--- src/hw/icir_defs.svh ---
`ifndef ICIR_DEFS_SVH
`define ICIR_DEFS_SVH

// ****************************************************************
// register byte offsets within the block
// ****************************************************************
`define ICIR_OFS_CTRL       12'h100
`define ICIR_OFS_PMASK      12'h104
`define ICIR_OFS_BPOINT     12'h108
`define ICIR_OFS_ACK        12'h10C
`define ICIR_OFS_EOI        12'h110
`define ICIR_OFS_RUNPRIO    12'h114
`define ICIR_OFS_HIPEND     12'h118
`define ICIR_OFS_ABPOINT    12'h11C
`define ICIR_OFS_PID4       12'h1D0
`define ICIR_OFS_CID0       12'h1F0
`define ICIR_OFS_CID1       12'h1F4
`define ICIR_OFS_CID2       12'h1F8
`define ICIR_OFS_CID3       12'h1EC
`define ICIR_OFS_IIDR       12'h1FC

// ****************************************************************
// reset values
// ****************************************************************
`define ICIR_RST_CTRL       32'h0000_0000
`define ICIR_RST_PMASK      32'h0000_0000
`define ICIR_RST_BPOINT     32'h0000_0002
`define ICIR_RST_ABPOINT    32'h0000_0003
`define ICIR_RST_ACK        32'h0000_03FF
`define ICIR_RST_RUNPRIO    32'h0000_00FF
`define ICIR_RST_HIPEND     32'h0000_03FF

// ****************************************************************
// implemented bits of the writable registers and status views
// ****************************************************************
`define ICIR_MSK_CTRL       32'h0000_0003
`define ICIR_MSK_PMASK      32'h0000_00FF
`define ICIR_MSK_BPOINT     32'h0000_0007
`define ICIR_MSK_ID10       32'h0000_03FF
`define ICIR_MSK_BYTE       32'h0000_00FF

// ****************************************************************
// identification field positions (low bit of each field)
// ****************************************************************
`define ICIR_POS_PART       20
`define ICIR_POS_ARCH       16
`define ICIR_POS_REV        12
`define ICIR_POS_CONT       8
`define ICIR_POS_BLKS       4
`define ICIR_POS_CID3       24
`define ICIR_POS_CID2       16
`define ICIR_POS_CID1       8

// ****************************************************************
// bus encodings
// ****************************************************************
`define ICIR_HSIZE_WORD     3'h2
`define ICIR_ADDR_W         12

`endif

--- src/hw/icir_pkg.sv ---
package icir_pkg;

  // bus slave sequencing: wait for request, then one access cycle
  typedef enum logic {
    ICIR_ST_IDLE,
    ICIR_ST_ACCESS
  } icir_state_e;

  typedef logic [31:0] icir_word_t;

endpackage : icir_pkg

--- src/hw/icir_bus_if.sv ---
`timescale 1ns/1ps
// internal register access port between bus slave and register file
interface icir_bus_if;
  import icir_pkg::*;
  logic        wr;     // write strobe, one cycle
  logic        rd;     // read strobe, one cycle
  logic [11:0] addr;   // byte address
  icir_word_t  wdata;  // write data
  logic        word;   // full-word transfer
  logic        secure; // secure access
  icir_word_t  rdata;  // read data, combinational

  modport slave (output wr, rd, addr, wdata, word, secure,
                 input  rdata);
  modport regs  (input  wr, rd, addr, wdata, word, secure,
                 output rdata);
endinterface : icir_bus_if

--- src/hw/icir_ahb_slave.sv ---
`timescale 1ns/1ps
`include "icir_defs.svh"
module icir_ahb_slave
  import icir_pkg::*;
(
  input  wire logic        mclk_in,
  input  wire logic        resetn_in,
  input  wire logic        hsel_in,
  input  wire logic [11:0] haddr_in,
  input  wire logic [1:0]  htrans_in,
  input  wire logic        hwrite_in,
  input  wire logic [2:0]  hsize_in,
  input  wire logic        hnonsec_in,
  input  wire logic        hready_in,
  input  wire logic [31:0] hwdata_in,
  output logic             hreadyout_out,
  output logic             hresp_out,
  output logic [31:0]      hrdata_out,
  icir_bus_if.slave        bus
);

  // ****************************************************************
  // registered address phase
  // ****************************************************************
  icir_state_e state_r, state_nxt;  // slave sequencer
  logic        write_r, write_nxt;  // captured direction
  logic [11:0] addr_r,  addr_nxt;   // captured address
  logic        word_r,  word_nxt;   // captured size was a word
  logic        sec_r,   sec_nxt;    // captured secure attribute
  logic        rdy_r,   rdy_nxt;    // hreadyout flop
  icir_word_t  rdat_r,  rdat_nxt;   // hrdata flop
  logic        take;                // address phase accepted

  // a transfer is taken on NONSEQ or SEQ when the bus is ready
  assign take = hsel_in & htrans_in[1] & hready_in;

  // ****************************************************************
  // next state: every transfer costs one wait state
  // ****************************************************************
  always_comb begin
    state_nxt = state_r;
    write_nxt = write_r;
    addr_nxt  = addr_r;
    word_nxt  = word_r;
    sec_nxt   = sec_r;
    rdy_nxt   = rdy_r;
    rdat_nxt  = rdat_r;
    case (state_r)
      ICIR_ST_IDLE: begin
        if (take) begin
          // hold hready low while the register file answers
          state_nxt = ICIR_ST_ACCESS;
          write_nxt = hwrite_in;
          addr_nxt  = haddr_in;
          word_nxt  = (hsize_in == `ICIR_HSIZE_WORD);
          sec_nxt   = ~hnonsec_in;
          rdy_nxt   = 1'b0;
        end
      end
      ICIR_ST_ACCESS: begin
        // data phase ends next cycle with registered read data
        state_nxt = ICIR_ST_IDLE;
        rdy_nxt   = 1'b1;
        rdat_nxt  = write_r ? 32'h0000_0000 : bus.rdata;
      end
      default: begin
        state_nxt = ICIR_ST_IDLE;
        rdy_nxt   = 1'b1;
      end
    endcase
  end

  // ****************************************************************
  // registers
  // ****************************************************************
  always_ff @(posedge mclk_in or negedge resetn_in) begin
    if (!resetn_in) begin
      state_r <= ICIR_ST_IDLE;
      write_r <= 1'b0;
      addr_r  <= 12'h000;
      word_r  <= 1'b0;
      sec_r   <= 1'b0;
      rdy_r   <= 1'b1;
      rdat_r  <= 32'h0000_0000;
    end else begin
      state_r <= state_nxt;
      write_r <= write_nxt;
      addr_r  <= addr_nxt;
      word_r  <= word_nxt;
      sec_r   <= sec_nxt;
      rdy_r   <= rdy_nxt;
      rdat_r  <= rdat_nxt;
    end
  end

  // strobes toward the register file during the access cycle
  assign bus.wr     = (state_r == ICIR_ST_ACCESS) & write_r;
  assign bus.rd     = (state_r == ICIR_ST_ACCESS) & ~write_r;
  assign bus.addr   = addr_r;
  assign bus.wdata  = hwdata_in;
  assign bus.word   = word_r;
  assign bus.secure = sec_r;

  assign hreadyout_out = rdy_r;
  assign hresp_out     = 1'b0;  // always OKAY
  assign hrdata_out    = rdat_r;

endmodule : icir_ahb_slave

--- src/hw/icir_regs.sv ---
// Function
// - id4 [7:4] gives log2 of 4KB blocks
// - id4 [3:0] gives continuation character count
// - component id is four bytes, id3 highest
// - id4 and component id registers constant, bits [31:8] zero
// - aliased binary point secure only, resets 0x3
// - control, mask reset 0; binary point 2
// - acknowledge, pending reset 3FF; running FF
// - end-of-interrupt write-only; registers 32 bits wide
// - implementer id read-only, four packed fields
// - implementer field: continuation, zero, 7-bit code
//
// Register access over AHB-Lite was left to the implementer.
`timescale 1ns/1ps
`include "icir_defs.svh"
module icir_regs
  import icir_pkg::*;
#(
  parameter logic [3:0]  BLOCKS_LOG2   = 4'h0,     // 4KB blocks, log2
  parameter logic [3:0]  PERIPH_CONT   = 4'h0,     // arbitrary value
  parameter logic [31:0] COMPONENT_ID  = 32'hA5C3_5A3C, // arbitrary
  parameter logic [11:0] PART_NUMBER   = 12'h123,  // arbitrary value
  parameter logic [3:0]  ARCH_VERSION  = 4'h1,     // arbitrary value
  parameter logic [3:0]  REVISION      = 4'h0,     // arbitrary value
  parameter logic [3:0]  IMPL_CONT     = 4'h0,     // arbitrary value
  parameter logic [6:0]  IMPL_CODE     = 7'h2A     // arbitrary value
)(
  input  wire logic        mclk_in,        // 250 MHz system clock
  input  wire logic        resetn_in,      // async reset, active low
  input  wire logic        hsel_in,        // slave select
  input  wire logic [11:0] haddr_in,       // byte address
  input  wire logic [1:0]  htrans_in,      // transfer type
  input  wire logic        hwrite_in,      // write when high
  input  wire logic [2:0]  hsize_in,       // transfer size
  input  wire logic        hnonsec_in,     // non-secure access
  input  wire logic        hready_in,      // bus ready
  input  wire logic [31:0] hwdata_in,      // write data
  output logic             hreadyout_out,  // slave ready
  output logic             hresp_out,      // response, always OKAY
  output logic [31:0]      hrdata_out,     // read data
  input  wire logic [9:0]  ack_id_in,      // id for acknowledge
  input  wire logic [7:0]  run_prio_in,    // running priority
  input  wire logic [9:0]  pend_id_in,     // highest pending id
  output logic [1:0]       ctrl_out,       // interface control bits
  output logic [7:0]       prio_mask_out,  // priority mask
  output logic [2:0]       bpoint_out,     // binary point
  output logic [2:0]       abpoint_out,    // aliased binary point
  output logic             ack_read_out,   // acknowledge read pulse
  output logic             eoi_out,        // end-of-interrupt pulse
  output logic [9:0]       eoi_id_out      // id written with eoi
);

  // ****************************************************************
  // helpers
  // ****************************************************************

  // pad an eight-bit identification byte into a register word
  function automatic icir_word_t byte_word(input logic [7:0] b);
    byte_word = {24'h00_0000, b};
  endfunction : byte_word

  // keep only the implemented bits of a writable register
  function automatic icir_word_t keep(input icir_word_t v,
                                      input icir_word_t m);
    keep = v & m;
  endfunction : keep

  // ****************************************************************
  // constant identification words
  // ****************************************************************
  icir_word_t pid4_w;   // fourth peripheral id
  icir_word_t cid0_w;   // component id byte 0
  icir_word_t cid1_w;   // component id byte 1
  icir_word_t cid2_w;   // component id byte 2
  icir_word_t cid3_w;   // component id byte 3
  icir_word_t iidr_w;   // implementer identification
  logic [11:0] impl_w;  // implementer field

  // block count above, continuation count below
  assign pid4_w = byte_word({BLOCKS_LOG2,
                             PERIPH_CONT});

  // component id split low byte first, id3 carries [31:24]
  assign cid0_w = byte_word(COMPONENT_ID[`ICIR_POS_CID1-1:0]);
  assign cid1_w = byte_word(
    COMPONENT_ID[`ICIR_POS_CID2-1:`ICIR_POS_CID1]);
  assign cid2_w = byte_word(
    COMPONENT_ID[`ICIR_POS_CID3-1:`ICIR_POS_CID2]);
  assign cid3_w = byte_word(COMPONENT_ID[31:`ICIR_POS_CID3]);

  // continuation code, a fixed zero, then the 7-bit code
  assign impl_w = {IMPL_CONT, 1'b0, IMPL_CODE};

  // part, architecture, revision and implementer packed together
  assign iidr_w = {PART_NUMBER, ARCH_VERSION,
                   REVISION, impl_w};

  // ****************************************************************
  // bus slave
  // ****************************************************************
  icir_bus_if bus ();  // internal access port

  icir_ahb_slave u_slave (
    .mclk_in       (mclk_in),
    .resetn_in     (resetn_in),
    .hsel_in       (hsel_in),
    .haddr_in      (haddr_in),
    .htrans_in     (htrans_in),
    .hwrite_in     (hwrite_in),
    .hsize_in      (hsize_in),
    .hnonsec_in    (hnonsec_in),
    .hready_in     (hready_in),
    .hwdata_in     (hwdata_in),
    .hreadyout_out (hreadyout_out),
    .hresp_out     (hresp_out),
    .hrdata_out    (hrdata_out),
    .bus           (bus)
  );

  // ****************************************************************
  // writable and status state
  // ****************************************************************
  icir_word_t ctrl_r,    ctrl_nxt;     // interface control
  icir_word_t pmask_r,   pmask_nxt;    // priority mask
  icir_word_t bpoint_r,  bpoint_nxt;   // binary point
  icir_word_t abpoint_r, abpoint_nxt;  // aliased binary point
  icir_word_t ack_r,     ack_nxt;      // acknowledge view
  icir_word_t runprio_r, runprio_nxt;  // running priority view
  icir_word_t hipend_r,  hipend_nxt;   // highest pending view
  logic       ackrd_r,   ackrd_nxt;    // acknowledge read pulse
  logic       eoi_r,     eoi_nxt;      // end-of-interrupt pulse
  logic [9:0] eoiid_r,   eoiid_nxt;    // id written with eoi
  logic       wr_ok;                   // write that may take effect
  logic       rd_ok;                   // read that may return data
  logic       alias_ok;                // aliased register reachable

  // byte or halfword accesses have no defined effect: drop them
  assign wr_ok = bus.wr & bus.word;
  assign rd_ok = bus.rd & bus.word;

  // the aliased register answers secure accesses only
  assign alias_ok = bus.secure;

  // ****************************************************************
  // next-value logic for all software-visible state
  // ****************************************************************
  always_comb begin
    ctrl_nxt    = ctrl_r;
    pmask_nxt   = pmask_r;
    bpoint_nxt  = bpoint_r;
    abpoint_nxt = abpoint_r;
    // status views follow the interrupt core every cycle
    ack_nxt     = keep({22'h00_0000, ack_id_in}, `ICIR_MSK_ID10);
    runprio_nxt = keep({24'h00_0000, run_prio_in}, `ICIR_MSK_BYTE);
    hipend_nxt  = keep({22'h00_0000, pend_id_in}, `ICIR_MSK_ID10);
    ackrd_nxt   = 1'b0;
    eoi_nxt     = 1'b0;
    eoiid_nxt   = eoiid_r;
    if (wr_ok) begin
      case (bus.addr)
        `ICIR_OFS_CTRL: begin
          ctrl_nxt = keep(bus.wdata, `ICIR_MSK_CTRL);
        end
        `ICIR_OFS_PMASK: begin
          pmask_nxt = keep(bus.wdata, `ICIR_MSK_PMASK);
        end
        `ICIR_OFS_BPOINT: begin
          bpoint_nxt = keep(bus.wdata, `ICIR_MSK_BPOINT);
        end
        `ICIR_OFS_ABPOINT: begin
          // non-secure writes leave the register untouched
          if (alias_ok) begin
            abpoint_nxt = keep(bus.wdata, `ICIR_MSK_BPOINT);
          end
        end
        `ICIR_OFS_EOI: begin
          // write-only: only a pulse and the id leave the block
          eoi_nxt   = 1'b1;
          eoiid_nxt = bus.wdata[9:0];
        end
        default: begin
          // identification and status words ignore writes
          ctrl_nxt = ctrl_r;
        end
      endcase
    end
    // a read of the acknowledge word is signalled to the core
    if (rd_ok && (bus.addr == `ICIR_OFS_ACK)) begin
      ackrd_nxt = 1'b1;
    end
  end

  // ****************************************************************
  // state registers
  // ****************************************************************
  always_ff @(posedge mclk_in or negedge resetn_in) begin
    if (!resetn_in) begin
      ctrl_r    <= `ICIR_RST_CTRL;
      pmask_r   <= `ICIR_RST_PMASK;
      bpoint_r  <= `ICIR_RST_BPOINT;
      abpoint_r <= `ICIR_RST_ABPOINT;
      ack_r     <= `ICIR_RST_ACK;
      runprio_r <= `ICIR_RST_RUNPRIO;
      hipend_r  <= `ICIR_RST_HIPEND;
      ackrd_r   <= 1'b0;
      eoi_r     <= 1'b0;
      eoiid_r   <= 10'h000;
    end else begin
      ctrl_r    <= ctrl_nxt;
      pmask_r   <= pmask_nxt;
      bpoint_r  <= bpoint_nxt;
      abpoint_r <= abpoint_nxt;
      ack_r     <= ack_nxt;
      runprio_r <= runprio_nxt;
      hipend_r  <= hipend_nxt;
      ackrd_r   <= ackrd_nxt;
      eoi_r     <= eoi_nxt;
      eoiid_r   <= eoiid_nxt;
    end
  end

  // ****************************************************************
  // read multiplexer
  // ****************************************************************
  always_comb begin
    bus.rdata = 32'h0000_0000;
    if (rd_ok) begin
      case (bus.addr)
        `ICIR_OFS_CTRL:    bus.rdata = ctrl_r;
        `ICIR_OFS_PMASK:   bus.rdata = pmask_r;
        `ICIR_OFS_BPOINT:  bus.rdata = bpoint_r;
        `ICIR_OFS_ACK:     bus.rdata = ack_r;
        `ICIR_OFS_RUNPRIO: bus.rdata = runprio_r;
        `ICIR_OFS_HIPEND:  bus.rdata = hipend_r;
        `ICIR_OFS_ABPOINT: begin
          // non-secure reads of the alias see zero
          bus.rdata = alias_ok ? abpoint_r : 32'h0000_0000;
        end
        `ICIR_OFS_PID4:    bus.rdata = pid4_w;
        `ICIR_OFS_CID0:    bus.rdata = cid0_w;
        `ICIR_OFS_CID1:    bus.rdata = cid1_w;
        `ICIR_OFS_CID2:    bus.rdata = cid2_w;
        `ICIR_OFS_CID3:    bus.rdata = cid3_w;
        `ICIR_OFS_IIDR:    bus.rdata = iidr_w;
        default: begin
          // eoi, unmapped and reserved words read as zero
          bus.rdata = 32'h0000_0000;
        end
      endcase
    end
  end

  // ****************************************************************
  // outputs, each from a flop
  // ****************************************************************
  assign ctrl_out      = ctrl_r[1:0];
  assign prio_mask_out = pmask_r[7:0];
  assign bpoint_out    = bpoint_r[2:0];
  assign abpoint_out   = abpoint_r[2:0];
  assign ack_read_out  = ackrd_r;
  assign eoi_out       = eoi_r;
  assign eoi_id_out    = eoiid_r;

endmodule : icir_regs

--- config.mk ---
export PLATFORM = sky130hd
export DESIGN_NAME = icir_regs
export DESIGN_NICKNAME = d
export VERILOG_FILES = /design/src/hw/icir_pkg.sv /design/src/hw/icir_bus_if.sv /design/src/hw/icir_ahb_slave.sv /design/src/hw/icir_regs.sv
export VERILOG_INCLUDE_DIRS = /design/src /design/src/hw
export SDC_FILE = /design/constraint.sdc
export NUM_CORES = 1
export LEC_CHECK = 0
export ABC_AREA = 1
export BUFFER_PORTS_ARGS = -buffer_cell sky130_fd_sc_hd__buf_2
export CELL_PAD_IN_SITES_DETAIL_PLACEMENT = 1
export CELL_PAD_IN_SITES_GLOBAL_PLACEMENT = 2
export CORE_ASPECT_RATIO = 0.9
export CORE_MARGIN = 5
export CORE_UTILIZATION = 29
export CTS_BUF_LIST = sky130_fd_sc_hd__clkbuf_16
export CTS_CLUSTER_DIAMETER = 40
export DETAILED_ROUTE_END_ITERATION = 8
export MAX_ROUTING_LAYER = met4
export PLACE_DENSITY = 0.77
export SETUP_SLACK_MARGIN = 0.05
export SLEW_MARGIN = 5
export SYNTH_ARGS = -nofsm -noshare
export SYNTH_HDL_FRONTEND = slang
export SYNTH_HIERARCHICAL = 1
export SYNTH_SLANG_ARGS = --single-unit
--- constraint.sdc ---
create_clock -name mclk_in -period 2.3 [get_ports mclk_in]
set_clock_uncertainty 0.1 [all_clocks]
set_input_delay 0.46 -clock mclk_in [delete_from_list [all_inputs] [get_ports mclk_in]]
set_output_delay 0.46 -clock mclk_in [all_outputs]
set_load 0.02 [all_outputs]
Word level (Yosys, flattened, before mapping)
Cells that the tools add are included.
W data, S select, Z words.
Operators by class
  equal/unequal tests: 15
  multiplexer cells: 11
  bitwise gates (word level): 9
  reduce and logical (&&, ||, !) cells: 7
Operators by type and width (number)
  $pmux W29 S12: 1
  $eq A12 B9 Y1 const B: 13
  $mux W29: 2
  $reduce_and A2 Y1: 5
  $and A1 B1 Y1: 6
  $mux W1: 5
  $pmux W1 S2: 2
  $eq A3 B2 Y1 const B: 1
  $mux W3: 1
  $not A1 Y1: 3
  $reduce_and A3 Y1: 1
  $ne A2 B1 Y1 const B: 1
  $logic_and A1 B1 Y1: 1
Storage, ports and cells
  flip-flop bits (word level): 105
  input bits: 83
  logic and storage cells: 59

Depth between registers and ports, before layout
Gate-level depths: netlist (run 1).
  word-level depth: 5
  gate-level depth with buffers: 13

Cells and area by module
The synthesis (run 1) kept the hierarchy.
Modules (own cells, without submodules)
  icir_regs: times used 1, cells each 304, area each 2533.7 um^2, seq. area each 1440.1 um^2
  icir_ahb_slave: times used 1, cells each 251, area each 2150.8 um^2, seq. area each 1227.4 um^2

Least setup slack after synthesis (run 1)
Ideal clock, no wire load.
  path type: reg-to-reg
  start: register u_slave.addr_r[5] (netlist: u_slave/bus.addr[5])
  end: register u_slave.rdat_r[16] (netlist: u_slave/hrdata_out[16])
  library setup time: 66 ps
  arrival time: 1561 ps
  required time: 2134 ps
  slack: 573 ps
  stages on the path, launching flop included: 12
  buffers on the path: 0
  period minus slack after synthesis: 1727 ps
  path through: dfrtp_1 > inv_1 > nand2_1 > nor2_1 > nand2_2 > nor2_4 > nor2_1 > nand2_1 > nand2_2 > nor2_1 > nand2_1 > nand2_1
On the way
  cells in the longest elaborated chain, start to end: 4
  elaborated cells on any way between the ends: 15
Ends and longest elaborated chain
  start: declaration: RTL line icir_ahb_slave.sv:27  | logic [11:0] addr_r, addr_nxt;
  start signal: assignment: RTL line icir_ahb_slave.sv:88  | addr_r <= addr_nxt;
  $eq A12 B9 Y1: RTL line icir_regs.sv:228  | case (bus.addr)
  $pmux W29 S12 *: RTL line icir_regs.sv:228
  $mux W29 *: RTL line icir_regs.sv:227  | if (rd_ok) begin
  via bus.rdata[16]: RTL line icir_bus_if.sv:11  | icir_word_t rdata;
  $mux W29 *: RTL line icir_ahb_slave.sv:64  | rdat_nxt = write_r ? 32'h0000_0000 : bus.rdata;
  end signal: assignment: RTL line icir_ahb_slave.sv:92  | rdat_r <= rdat_nxt;
  end: declaration: RTL line icir_ahb_slave.sv:31  | icir_word_t rdat_r, rdat_nxt;
The timed path passes the listed nets; every way through them passes the cells marked *.
A chain may end at the register's enable or synchronous reset.

Worst setup path after layout (run 1)
  start: register u_slave.addr_r[2] (netlist: u_slave/bus.addr[2])
  end: register u_slave.rdat_r[21] (netlist: u_slave/hrdata_out[21])
On the way
  cells in the longest elaborated chain, start to end: 4
  elaborated cells on any way between the ends: 15
Ends and longest elaborated chain (RTL line)
  $eq A12 B9 Y1: icir_regs.sv:228
  $pmux W29 S12 *: icir_regs.sv:228
  $mux W29 *: icir_regs.sv:227
  $mux W29 *: icir_ahb_slave.sv:64
Mark *: on every way between the ends. The rest lies on a longest branch, timed or not.

==> results of run 1 <==
cells in the final DEF, fill, tap and decap left out, types with 2 or more instances in the layout:
cell / instances
sky130_fd_sc_hd__nor3_1: 3
sky130_fd_sc_hd__dfrtp_1: 73
sky130_fd_sc_hd__nand2_1: 248
sky130_fd_sc_hd__buf_4: 8
sky130_fd_sc_hd__nand4_1: 2
sky130_fd_sc_hd__conb_1: 18
sky130_fd_sc_hd__inv_2: 4
sky130_fd_sc_hd__nor2_2: 5
sky130_fd_sc_hd__a21oi_1: 5
sky130_fd_sc_hd__buf_2: 119
sky130_fd_sc_hd__clkbuf_16: 9
sky130_fd_sc_hd__inv_6: 3
sky130_fd_sc_hd__nand3_2: 2
sky130_fd_sc_hd__o21ai_0: 24
sky130_fd_sc_hd__nand2_2: 6
sky130_fd_sc_hd__nor2_4: 5
sky130_fd_sc_hd__inv_1: 39
sky130_fd_sc_hd__dfstp_2: 32
sky130_fd_sc_hd__clkinvlp_4: 2
sky130_fd_sc_hd__nor2_1: 34
sky130_fd_sc_hd__nand3_1: 24
layer usage:
| metal | vias to the layer above | share of wire [%] |
|---|---|---|
| li1 | 1870 | - |
| met1 | 1769 | 46 |
| met2 | 89 | 47 |
| met3 | 12 | 5.3 |
| met4 | 0 | 1.3 |
| met5 | - | 0 |
critical path: cells and delay by family, from the launching register on:
family,cells,cell delay [ps]
flops,1,490
simple gates,10,1380
worst max-delay path by stage:
stage | slack [ps] | depth (start not counted) | end | start
after detailed placement | 150 | 11 | u_slave/hrdata_out[20]$_DFFE_PN0P_ | u_slave/bus.addr[11]$_DFFE_PN0P_
after floorplan | 570 | 11 | u_slave/hrdata_out[16]$_DFFE_PN0P_ | u_slave/bus.addr[5]$_DFFE_PN0P_
final | 270 | 10 | u_slave/hrdata_out[21]$_DFFE_PN0P_ | u_slave/bus.addr[2]$_DFFE_PN0P_
after global routing | 60 | 10 | u_slave/hrdata_out[28]$_DFFE_PN0P_ | u_slave/bus.addr[2]$_DFFE_PN0P_
after CTS | 130 | 11 | u_slave/hrdata_out[21]$_DFFE_PN0P_ | u_slave/bus.addr[11]$_DFFE_PN0P_
after global placement | 230 | 11 | u_slave/hrdata_out[16]$_DFFE_PN0P_ | u_slave/bus.addr[11]$_DFFE_PN0P_
metrics by stage:
step,util (%),std cells,hold WS (ps)
floorplan,-,549,64.41
global placement,35.00,858,308.1
detailed placement,35.00,858,309.8
CTS,37.07,875,74.60
global route,37.10,875,74.03
finish,37.10,875,95.43
power by group:
group          switching, W  total, W  internal (W)
registers         0.0000921   0.00209       0.00200
clock network      0.000727   0.00159      0.000863
logic              0.000356  0.000538      0.000182
repair_timing:
item	4_1_cts	5_1_grt
endpoints found under the hold margin	26	0
setup endpoints to repair	0	7
hold buffers	1	0
gates resized for setup	0	2
flip-flops by register name, indices dropped and copies added (netlist names):
name,cells
abpoint_r,3
ack_r,10
ack_read_out,1
bpoint_r,3
ctrl_r,2
eoi_id_out,10
eoi_out,1
hipend_r,10
pmask_r,8
runprio_r,8
u_slave/bus.addr,12
u_slave/bus.secure,1
u_slave/bus.word,1
u_slave/hrdata_out,32
u_slave/hreadyout_out,1
u_slave/state_r,1
u_slave/write_r,1
layout make-up:
type | instances | area [sq um]
clock buffer | 9 | 225.2
clock inverter | 7 | 82.58
fill | 1874 | 9644
inverter | 43 | 161.4
multi-input combinational | 380 | 1614
sequential | 105 | 2668
tap | 202 | 252.7
timing repair buffer | 129 | 685.7
==> metrics.txt, run 1 <==
run status=finished, final reports clean; number of global-route vias before repair=4,177; maximum single-stage delay on the critical path=490 ps; total power density per cell area=741.8 nW/um^2; portion of the clock cycle consumed by the worst path in the final layout=88.44%; wire length reported by the detailed router=12,500 um; Die W=141.6 um; post-synthesis to final-layout area growth=25.89%; slack of the worst reg-to-reg path=270 ps; initial core utilization=29.47%; sinks on the clock net=105; clock tree from TritonCTS=built; Min-Delay Path Depth=1; detailed-routing iteration count for the pre-antenna-repair pass=4; count of routing violations after the opening detailed-route iteration=113; leakage dissipation=3.085 nW; RR Startpoint=u_slave/bus.addr[2]$_DFFE_PN0P_; most used cell along the critical path=sky130_fd_sc_hd__nand2_1; area of the core region=15,330 sq um; Worst Tran Pin Value=489.5 ps; top-level I/O count=145; CP Data Arrival Time=2230 ps; Reg2Reg Depth=10; number of antenna violations at the first check in global routing=0; data required time at the worst endpoint=2500 ps; met3 Use GR=4.199%; n_diodes=0; buffers added on ports=120; hold violation total from the final report=0; Hold Crit Class=primary input to register; Overall Power=0.004220 W; total negative slack for setup checks=0 ps; max-slew violation count=0; clock latency on the worst-skew pair=360 ps; total number of vias=3,740; Netlist Area Pre-Place=4519 sq um; HPWL after detailed placement=9651 um; library cell used as clock root buffer=sky130_fd_sc_hd__clkbuf_16; dpl cell area=5366 sq um; CTS buffer count=9; Worst IR Drop VDD=0.0003568 V; Remaining DRCs=0; clock-pin slew reported for the worst setup and hold paths after clock tree synthesis=70 ps; number of endpoints failing setup at the final stage=0; die outline height=128.4 um; DR WL/cell=14.29 um; number of H-tree levels=3; Die ar.=18,180 sq um; unrepaired setup endpoints after global routing=false; met1 track demand over resource in global routing=18.75%; number of placement rows=43; count of maximum capacitance violations=0; worst slew slack as a fraction of its limit=67.10%; Final min period=2034 ps; Via density=4.274; category of the worst setup path launch point=register; total track usage=15.07%; nets@finish=751; setup slack at placement=147.1 ps; remaining global-route overflow=0; pin count of the biggest net entering global routing=55; Critical Path End Type=register; final worst setup slack=265.9 ps; chain of cells forming the critical path=nand2_1, nor2_2, nand3_2, nand2_1, nor2_1, nand2_1, nand2_2, nor2_2, nand2_1, nand2_1; startpoint of the tightest hold check path=pend_id_in[9]; most congested layer reported by global routing=met2; proportion of layout cells with a drive suffix above 1=29.87%; met2 track demand over resource in global routing=24.29%; final weighted congestion in routability-driven placement=0.7624; clock buffer depth=2; final standard cell area without fillers=5689 sq um; cell with the largest stage delay on the worst path=sky130_fd_sc_hd__dfrtp_1; Critical Setup Path Class=register to register; terminus of the critical flop-to-flop path=u_slave/hrdata_out[21]$_DFFE_PN0P_; number of setup buffers added after CTS=0; wire length of the first global-routing pass=20,800 um; number of standard cells after synthesis=533; total number of yosys warnings=6; mean instance size in the synthesized netlist=8.479 sq um; maximum frequency from static timing analysis=491.6 MHz; WHS Endpoint=hipend_r[9]$_DFF_PN1_; Final ANT Viol Nets=0; critical path peak fanout=9
Note: power is estimated with default switching activity, not from simulation.
==> inputs of run 2 (changes only) <==
--- a/config.mk
+++ b/config.mk
@@ -11,7 +11,7 @@
 export CELL_PAD_IN_SITES_DETAIL_PLACEMENT = 1
 export CELL_PAD_IN_SITES_GLOBAL_PLACEMENT = 2
 export CORE_ASPECT_RATIO = 0.9
-export CORE_MARGIN = 5
+export CORE_MARGIN = 2
 export CORE_UTILIZATION = 29
 export CTS_BUF_LIST = sky130_fd_sc_hd__clkbuf_16
 export CTS_CLUSTER_DIAMETER = 40
==> run 2 against run 1 <==
Highest routed layer unchanged. Clock-buffer cell count unchanged. Register-to-register slack better by 80 ps. Via count up 0.16%. First-iteration DRC count down 6.2%. Sequential cell count unchanged. Sequential share of layout area about the same. Die area down 8.7%. Worst hold slack better by 6.5 ps.
==> metrics.txt, run 2 (synthesis gave the netlist of run 1 again) <==
final standard cell area without fillers=5684 sq um (about the same); remaining global-route overflow=0 (unchanged); number of endpoints failing setup at the final stage=0 (unchanged); clock-pin slew reported for the worst setup and hold paths after clock tree synthesis=70 ps (about the same); wire length of the first global-routing pass=19,860 um (-4.5%); HPWL after detailed placement=9195 um (-4.7%); max-slew violation count=0 (unchanged); wire length reported by the detailed router=11,890 um (-4.9%); Worst Tran Pin Value=557.1 ps (+67.68 ps); final weighted congestion in routability-driven placement=0.7652 (+0.37%); CP Data Arrival Time=2140 ps (-90 ps); Critical Setup Path Class=register to register; pin count of the biggest net entering global routing=47 (-15%); maximum frequency from static timing analysis=510.6 MHz (+3.9%); n_diodes=0 (unchanged); Critical Path End Type=register; hold violation total from the final report=0 (unchanged); total number of vias=3,746 (+0.16%); maximum single-stage delay on the critical path=420 ps (-70 ps); detailed-routing iteration count for the pre-antenna-repair pass=4 (unchanged); # placed instances=859 (+0.12%); Worst IR Drop VDD=0.0003561 V (-0.21%); post-route insts no fill=876 (+0.11%); number of placement rows=43 (unchanged); unrepaired setup endpoints after global routing=false; total power density per cell area=730.4 nW/um^2 (-1.5%); number of global-route vias before repair=3,970 (-5.0%); most used cell along the critical path=sky130_fd_sc_hd__nand2_1; worst slew slack as a fraction of its limit=62.86% (-4.2 points); area of the core region=15,330 sq um (unchanged); data required time at the worst endpoint=2480 ps (-20 ps); Die W=135.6 um (-4.2%); cell with the largest stage delay on the worst path=sky130_fd_sc_hd__dfrtp_1; uppermost layer routed=met4; DR WL/cell=13.57 um (-5.0%); Reg power frac=50.4% (+0.8 points); worst hold slack=101.9 ps (+6.488 ps); buffers added on ports=120 (unchanged); Routed met2 length=5483 um (-6.8%); chain of cells forming the critical path=inv_1, nand2_1, nor2_1, nand2_2, nor2_4, nor2_1, nand2_1, nand2_2, nor2_2, nand2_1, nand2_1; combinational fraction of design power=12.9% (about the same); count of maximum capacitance violations=0 (unchanged); count of routing violations after the opening detailed-route iteration=106 (-6.2%); commonest non-fill, non-tap cell in the layout=sky130_fd_sc_hd__nand2_1; Clk pwr share=36.7% (-1.0 points); Final ANT Viol Nets=0 (unchanged); top library cells by usage in the layout, fill and taps aside=sky130_fd_sc_hd__nand2_1 (248), sky130_fd_sc_hd__buf_2 (119), sky130_fd_sc_hd__dfrtp_1 (73), sky130_fd_sc_hd__inv_1 (39), sky130_fd_sc_hd__nor2_1 (34); leakage dissipation=3.081 nW (-0.13%); total track usage=15.94% (+0.87 points); max FFs per register=32 (unchanged); met1 wire length=5635 um (-2.7%); library cell used as clock root buffer=sky130_fd_sc_hd__clkbuf_16; category of the worst setup path launch point=register; portion of the clock cycle consumed by the worst path in the final layout=85.15% (-3.3 points); nets@finish=752 (+0.13%); clock buffer depth=2 (unchanged); Int Pwr=0.003026 W (-0.64%); Final min period=1958 ps (-75.74 ps); Hold Crit Class=primary input to register; critical path peak fanout=9 (unchanged); top-level I/O count=145 (unchanged); post-synthesis to final-layout area growth=25.78% (about the same); Via density=4.276 (about the same); proportion of layout cells with a drive suffix above 1=29.82% (-0.044 points); total length of routed met3 wires=618 um (-6.5%); CTS buffer count=9 (unchanged); clock tree from TritonCTS=built; number of antenna violations at the first check in global routing=0 (unchanged); Die ar.=16,600 sq um (-8.7%); total negative slack for setup checks=0 ps (unchanged); dpl cell area=5374 sq um (+0.14%); number of setup buffers added after CTS=0 (unchanged); run status=finished, final reports clean; Remaining DRCs=0 (unchanged); share of total power consumed by net switching=27.12% (-0.72 points); clock latency on the worst-skew pair=350 ps (about the same); Net Switching=0.001126 W (-4.2%); initial core utilization=29.47% (unchanged); sinks on the clock net=105 (unchanged); die outline height=122.4 um (-4.7%); number of H-tree levels=3 (unchanged)
## run 2: path summary, 6_finish.rpt
kind	start	to	slack, ps	cells after the start
max in group asynchronous	resetn_in	hipend_r[3]$_DFF_PN1_	870	3
min in group asynchronous	resetn_in	u_slave/state_r$_DFF_PN0_	530	2
worst max register to register	u_slave/bus.addr[5]$_DFFE_PN0P_	u_slave/hrdata_out[16]$_DFFE_PN0P_	340	11
worst min-delay path	run_prio_in[1]	runprio_r[1]$_DFF_PN1_	100	1
worst min register to register	u_slave/hrdata_out[0]$_DFFE_PN0P_	u_slave/hrdata_out[0]$_DFFE_PN0P_	380	2
worst max-delay path	u_slave/bus.addr[5]$_DFFE_PN0P_	u_slave/hrdata_out[16]$_DFFE_PN0P_	340	11
## run 2: through the flow
| stage | setup WS, ps | total power [W] | util (%) |
|---|---|---|---|
| detailed placement | 186.1 | 0.002670 | 35.05 |
| CTS | 155.8 | 0.004224 | 37.04 |
| finish | 341.6 | 0.004152 | 37.07 |
| global route | 87.69 | 0.004383 | 37.07 |
| floorplan | 573.2 | 0.002439 | - |
| global placement | 226.2 | 0.002650 | 35.05 |
## run 2: repair_timing
item,CTS,global route
setup endpoints to repair,0,5
endpoints found under the hold margin,1,0
hold buffers,1,0
gates resized for setup,0,2
## run 2: layer usage
metal,up-vias,GRT usage (%)
li1,1875,-
met1,1765,21.00
met2,93,24.81
met3,13,3.759
met4,0,4.297
met5,-,-
## run 2: layout make-up
class,instances,area [sq um]
Fill cell,1879,9649
Sequential cell,105,2668
Multi-Input combinational cell,380,1614
Tap cell,202,252.7
Clock buffer,9,225.2
Timing Repair Buffer,130,693.2
Clock inverter,7,70.07
Inverter,43,161.4
## run 2: power by group through the flow
stage               registers, W  clock network [W]  logic, W
global route             0.00211            0.00166  0.000608
floorplan                0.00219                  0  0.000250
finish                   0.00209            0.00152  0.000537
detailed placement       0.00213                  0  0.000544
global placement         0.00212                  0  0.000530
CTS                      0.00209            0.00158  0.000548
## run 2: critical path, delay by kind of cell, from the launching register on
| family | cells | cell delay, ps |
|---|---|---|
| DFF | 1 | 420 |
| and+or+nand+nor | 10 | 1280 |
| buffers and inverters | 1 | 90 |
==> inputs of run 3 (changes only) <==
--- a/config.mk
+++ b/config.mk
@@ -7,7 +7,7 @@
 export NUM_CORES = 1
 export LEC_CHECK = 0
 export ABC_AREA = 1
-export BUFFER_PORTS_ARGS = -buffer_cell sky130_fd_sc_hd__buf_2
+export BUFFER_PORTS_ARGS = -buffer_cell sky130_fd_sc_hd__buf_4
 export CELL_PAD_IN_SITES_DETAIL_PLACEMENT = 1
 export CELL_PAD_IN_SITES_GLOBAL_PLACEMENT = 2
 export CORE_ASPECT_RATIO = 0.9
==> run 3 against run 2 <==
Combinational power rose by 11%. Via count fell by 0.88%. Wire length rose by 2.3%. Sequential cell count did not move. Global-route usage rose by 0.26 points. Maximum frequency fell by 3.3%. Highest routed layer unchanged.
==> metrics.txt, run 3 (synthesis gave the netlist of run 1 again) <==
run status=finished, final reports clean; sinks on the clock net=105 (unchanged); clock buffer depth=2 (unchanged); detailed-routing iteration count for the pre-antenna-repair pass=4 (unchanged); commonest non-fill, non-tap cell in the layout=sky130_fd_sc_hd__nand2_1; clock tree from TritonCTS=built; hold violation total from the final report=0 (unchanged); max FFs per register=32 (unchanged); number of antenna violations at the first check in global routing=0 (unchanged); worst hold slack=109.5 ps (+7.603 ps); Remaining DRCs=0 (unchanged); initial core utilization=29.47% (unchanged); portion of the clock cycle consumed by the worst path in the final layout=88.07% (+2.9 points); flip-flop and latch area=2668 sq um (unchanged); count of routing violations after the opening detailed-route iteration=107 (+0.94%); number of placement rows=43 (unchanged); final weighted congestion in routability-driven placement=0.7780 (+1.7%); Final min period=2026 ps (+67.30 ps); fillcell total=1,850 (-1.5%); number of endpoints failing setup at the final stage=0 (unchanged); Via density=4.243 (-0.77%); Final ANT Viol Nets=0 (unchanged); total power density per cell area=715.5 nW/um^2 (-2.0%); # placed instances=858 (-0.12%); leakage dissipation=3.197 nW (+3.8%); core utilization of the finished layout=39.05% (+2.0 points); proportion of layout cells with a drive suffix above 1=29.87% (+0.044 points); worst slew slack as a fraction of its limit=65.89% (+3.0 points); total track usage=16.20% (+0.26 points); Critical Path End Type=register; footprint of the multi-input gates=1614 sq um (unchanged); number of setup buffers added after CTS=0 (unchanged); number of H-tree levels=3 (unchanged); clock latency on the worst-skew pair=350 ps (about the same); Die ar.=16,600 sq um (unchanged); area of the core region=15,330 sq um (unchanged); wire length reported by the detailed router=12,170 um (+2.3%); pin count of the biggest net entering global routing=50 (+6.4%); remaining global-route overflow=0 (unchanged); Die W=135.6 um (unchanged); post-synthesis to final-layout area growth=32.50%; top-level I/O count=145 (unchanged); HPWL after detailed placement=9257 um (+0.68%); clock-pin slew reported for the worst setup and hold paths after clock tree synthesis=70 ps (about the same); nets@finish=751 (-0.13%); top library cells by usage in the layout, fill and taps aside=sky130_fd_sc_hd__nand2_1 (248), sky130_fd_sc_hd__buf_4 (127), sky130_fd_sc_hd__dfrtp_1 (73), sky130_fd_sc_hd__inv_1 (39), sky130_fd_sc_hd__nor2_1 (34); DR WL/cell=13.90 um (+2.5%); max-slew violation count=0 (unchanged); wire length of the first global-routing pass=20,000 um (+0.73%); dpl cell area=5664 sq um (+5.4%); critical path peak fanout=9 (unchanged); total number of vias=3,713 (-0.88%); Hold Crit Class=primary input to register; category of the worst setup path launch point=register; CP Data Arrival Time=2210 ps (+70 ps); Worst IR Drop VDD=0.0003499 V (-1.7%); final standard cell area without fillers=5988 sq um (+5.3%); post-route insts no fill=875 (-0.11%); maximum frequency from static timing analysis=493.7 MHz (-3.3%); library cell used as clock root buffer=sky130_fd_sc_hd__clkbuf_16; buffers added on ports=120 (unchanged); Critical Setup Path Class=register to register; count of maximum capacitance violations=0 (unchanged); number of global-route vias before repair=3,962 (-0.20%); Worst Tran Pin Value=507.4 ps (-49.76 ps); total negative slack for setup checks=0 ps (unchanged); n_diodes=0 (unchanged); unrepaired setup endpoints after global routing=false; CTS buffer count=9 (unchanged); die outline height=122.4 um (unchanged); data required time at the worst endpoint=2490 ps (about the same)
## run 3: changes by cell type in the layout (fill, tap and decap cells not counted)
cell,change
sky130_fd_sc_hd__clkinv_4,+1
sky130_fd_sc_hd__clkinv_2,-1
sky130_fd_sc_hd__inv_8,+1
sky130_fd_sc_hd__buf_2,-119
sky130_fd_sc_hd__inv_6,+2
sky130_fd_sc_hd__buf_4,+118
sky130_fd_sc_hd__clkinv_1,-1
sky130_fd_sc_hd__clkinvlp_4,-2
## run 3: worst max-delay path, cell delays in order, from the launching register on
cell,delay [ps]
sky130_fd_sc_hd__dfrtp_1,490
sky130_fd_sc_hd__nand2_1,100
sky130_fd_sc_hd__nor2_2,310
sky130_fd_sc_hd__nand3_2,210
sky130_fd_sc_hd__nand2_1,110
sky130_fd_sc_hd__nor2_1,60
sky130_fd_sc_hd__nand2_1,70
sky130_fd_sc_hd__nand2_2,140
sky130_fd_sc_hd__nor2_2,220
sky130_fd_sc_hd__nand2_1,80
sky130_fd_sc_hd__nand2_1,80
## run 3: cell type report
| class | count | area share (%) |
|---|---|---|
| multi-input combinational | 380 | 26.95 |
| inverter | 43 | 2.695 |
| tap | 202 | 4.221 |
| timing repair buffer | 129 | 16.42 |
| sequential | 105 | 44.55 |
| clock buffer | 9 | 3.761 |
| clock inverter | 7 | 1.400 |
## run 3: stage by stage
step                      worst slack, ps  power [W]
after floorplan                     573.2   0.002439
after detailed placement            176.9   0.002732
final                               274.3   0.004284
after CTS                           148.6   0.004360
after global placement              234.1   0.002713
after global routing                78.52   0.004521
## run 3: layer usage
layer	vias up	GRT usage, %	share of wire (%)
met5	-	-	0
met1	1739	20.99	48
met4	0	3.125	0.72
met3	8	4.791	5.3
li1	1873	-	-
met2	93	25.47	46
## run 3: path summary, 6_finish.rpt
check / cells after the start / endpoint / startpoint / slack (ps)
worst max register to register: 10 / u_slave/hrdata_out[21]$_DFFE_PN0P_ / u_slave/bus.addr[2]$_DFFE_PN0P_ / 270
max in group asynchronous: 3 / hipend_r[7]$_DFF_PN1_ / resetn_in / 870
worst max-delay path: 10 / u_slave/hrdata_out[21]$_DFFE_PN0P_ / u_slave/bus.addr[2]$_DFFE_PN0P_ / 270
min in group asynchronous: 2 / u_slave/write_r$_DFFE_PN0P_ / resetn_in / 490
worst min register to register: 2 / u_slave/hrdata_out[3]$_DFFE_PN0P_ / u_slave/hrdata_out[3]$_DFFE_PN0P_ / 380
worst min-delay path: 1 / hipend_r[1]$_DFF_PN1_ / pend_id_in[1] / 110
## run 3: repair_timing
item	CTS	global route
hold endpoints to repair	29	0
hold buffers	1	0
gates resized for setup	0	2
endpoints found under the setup margin	0	5
## run 3: report_power, final
| group | internal [W] | switching (W) |
|---|---|---|
| combinational | 0.000243 | 0.000352 |
| clock | 0.000866 | 0.000729 |
| sequential | 0.00200 | 0.0000938 |
| total | 0.00311 | 0.00118 |
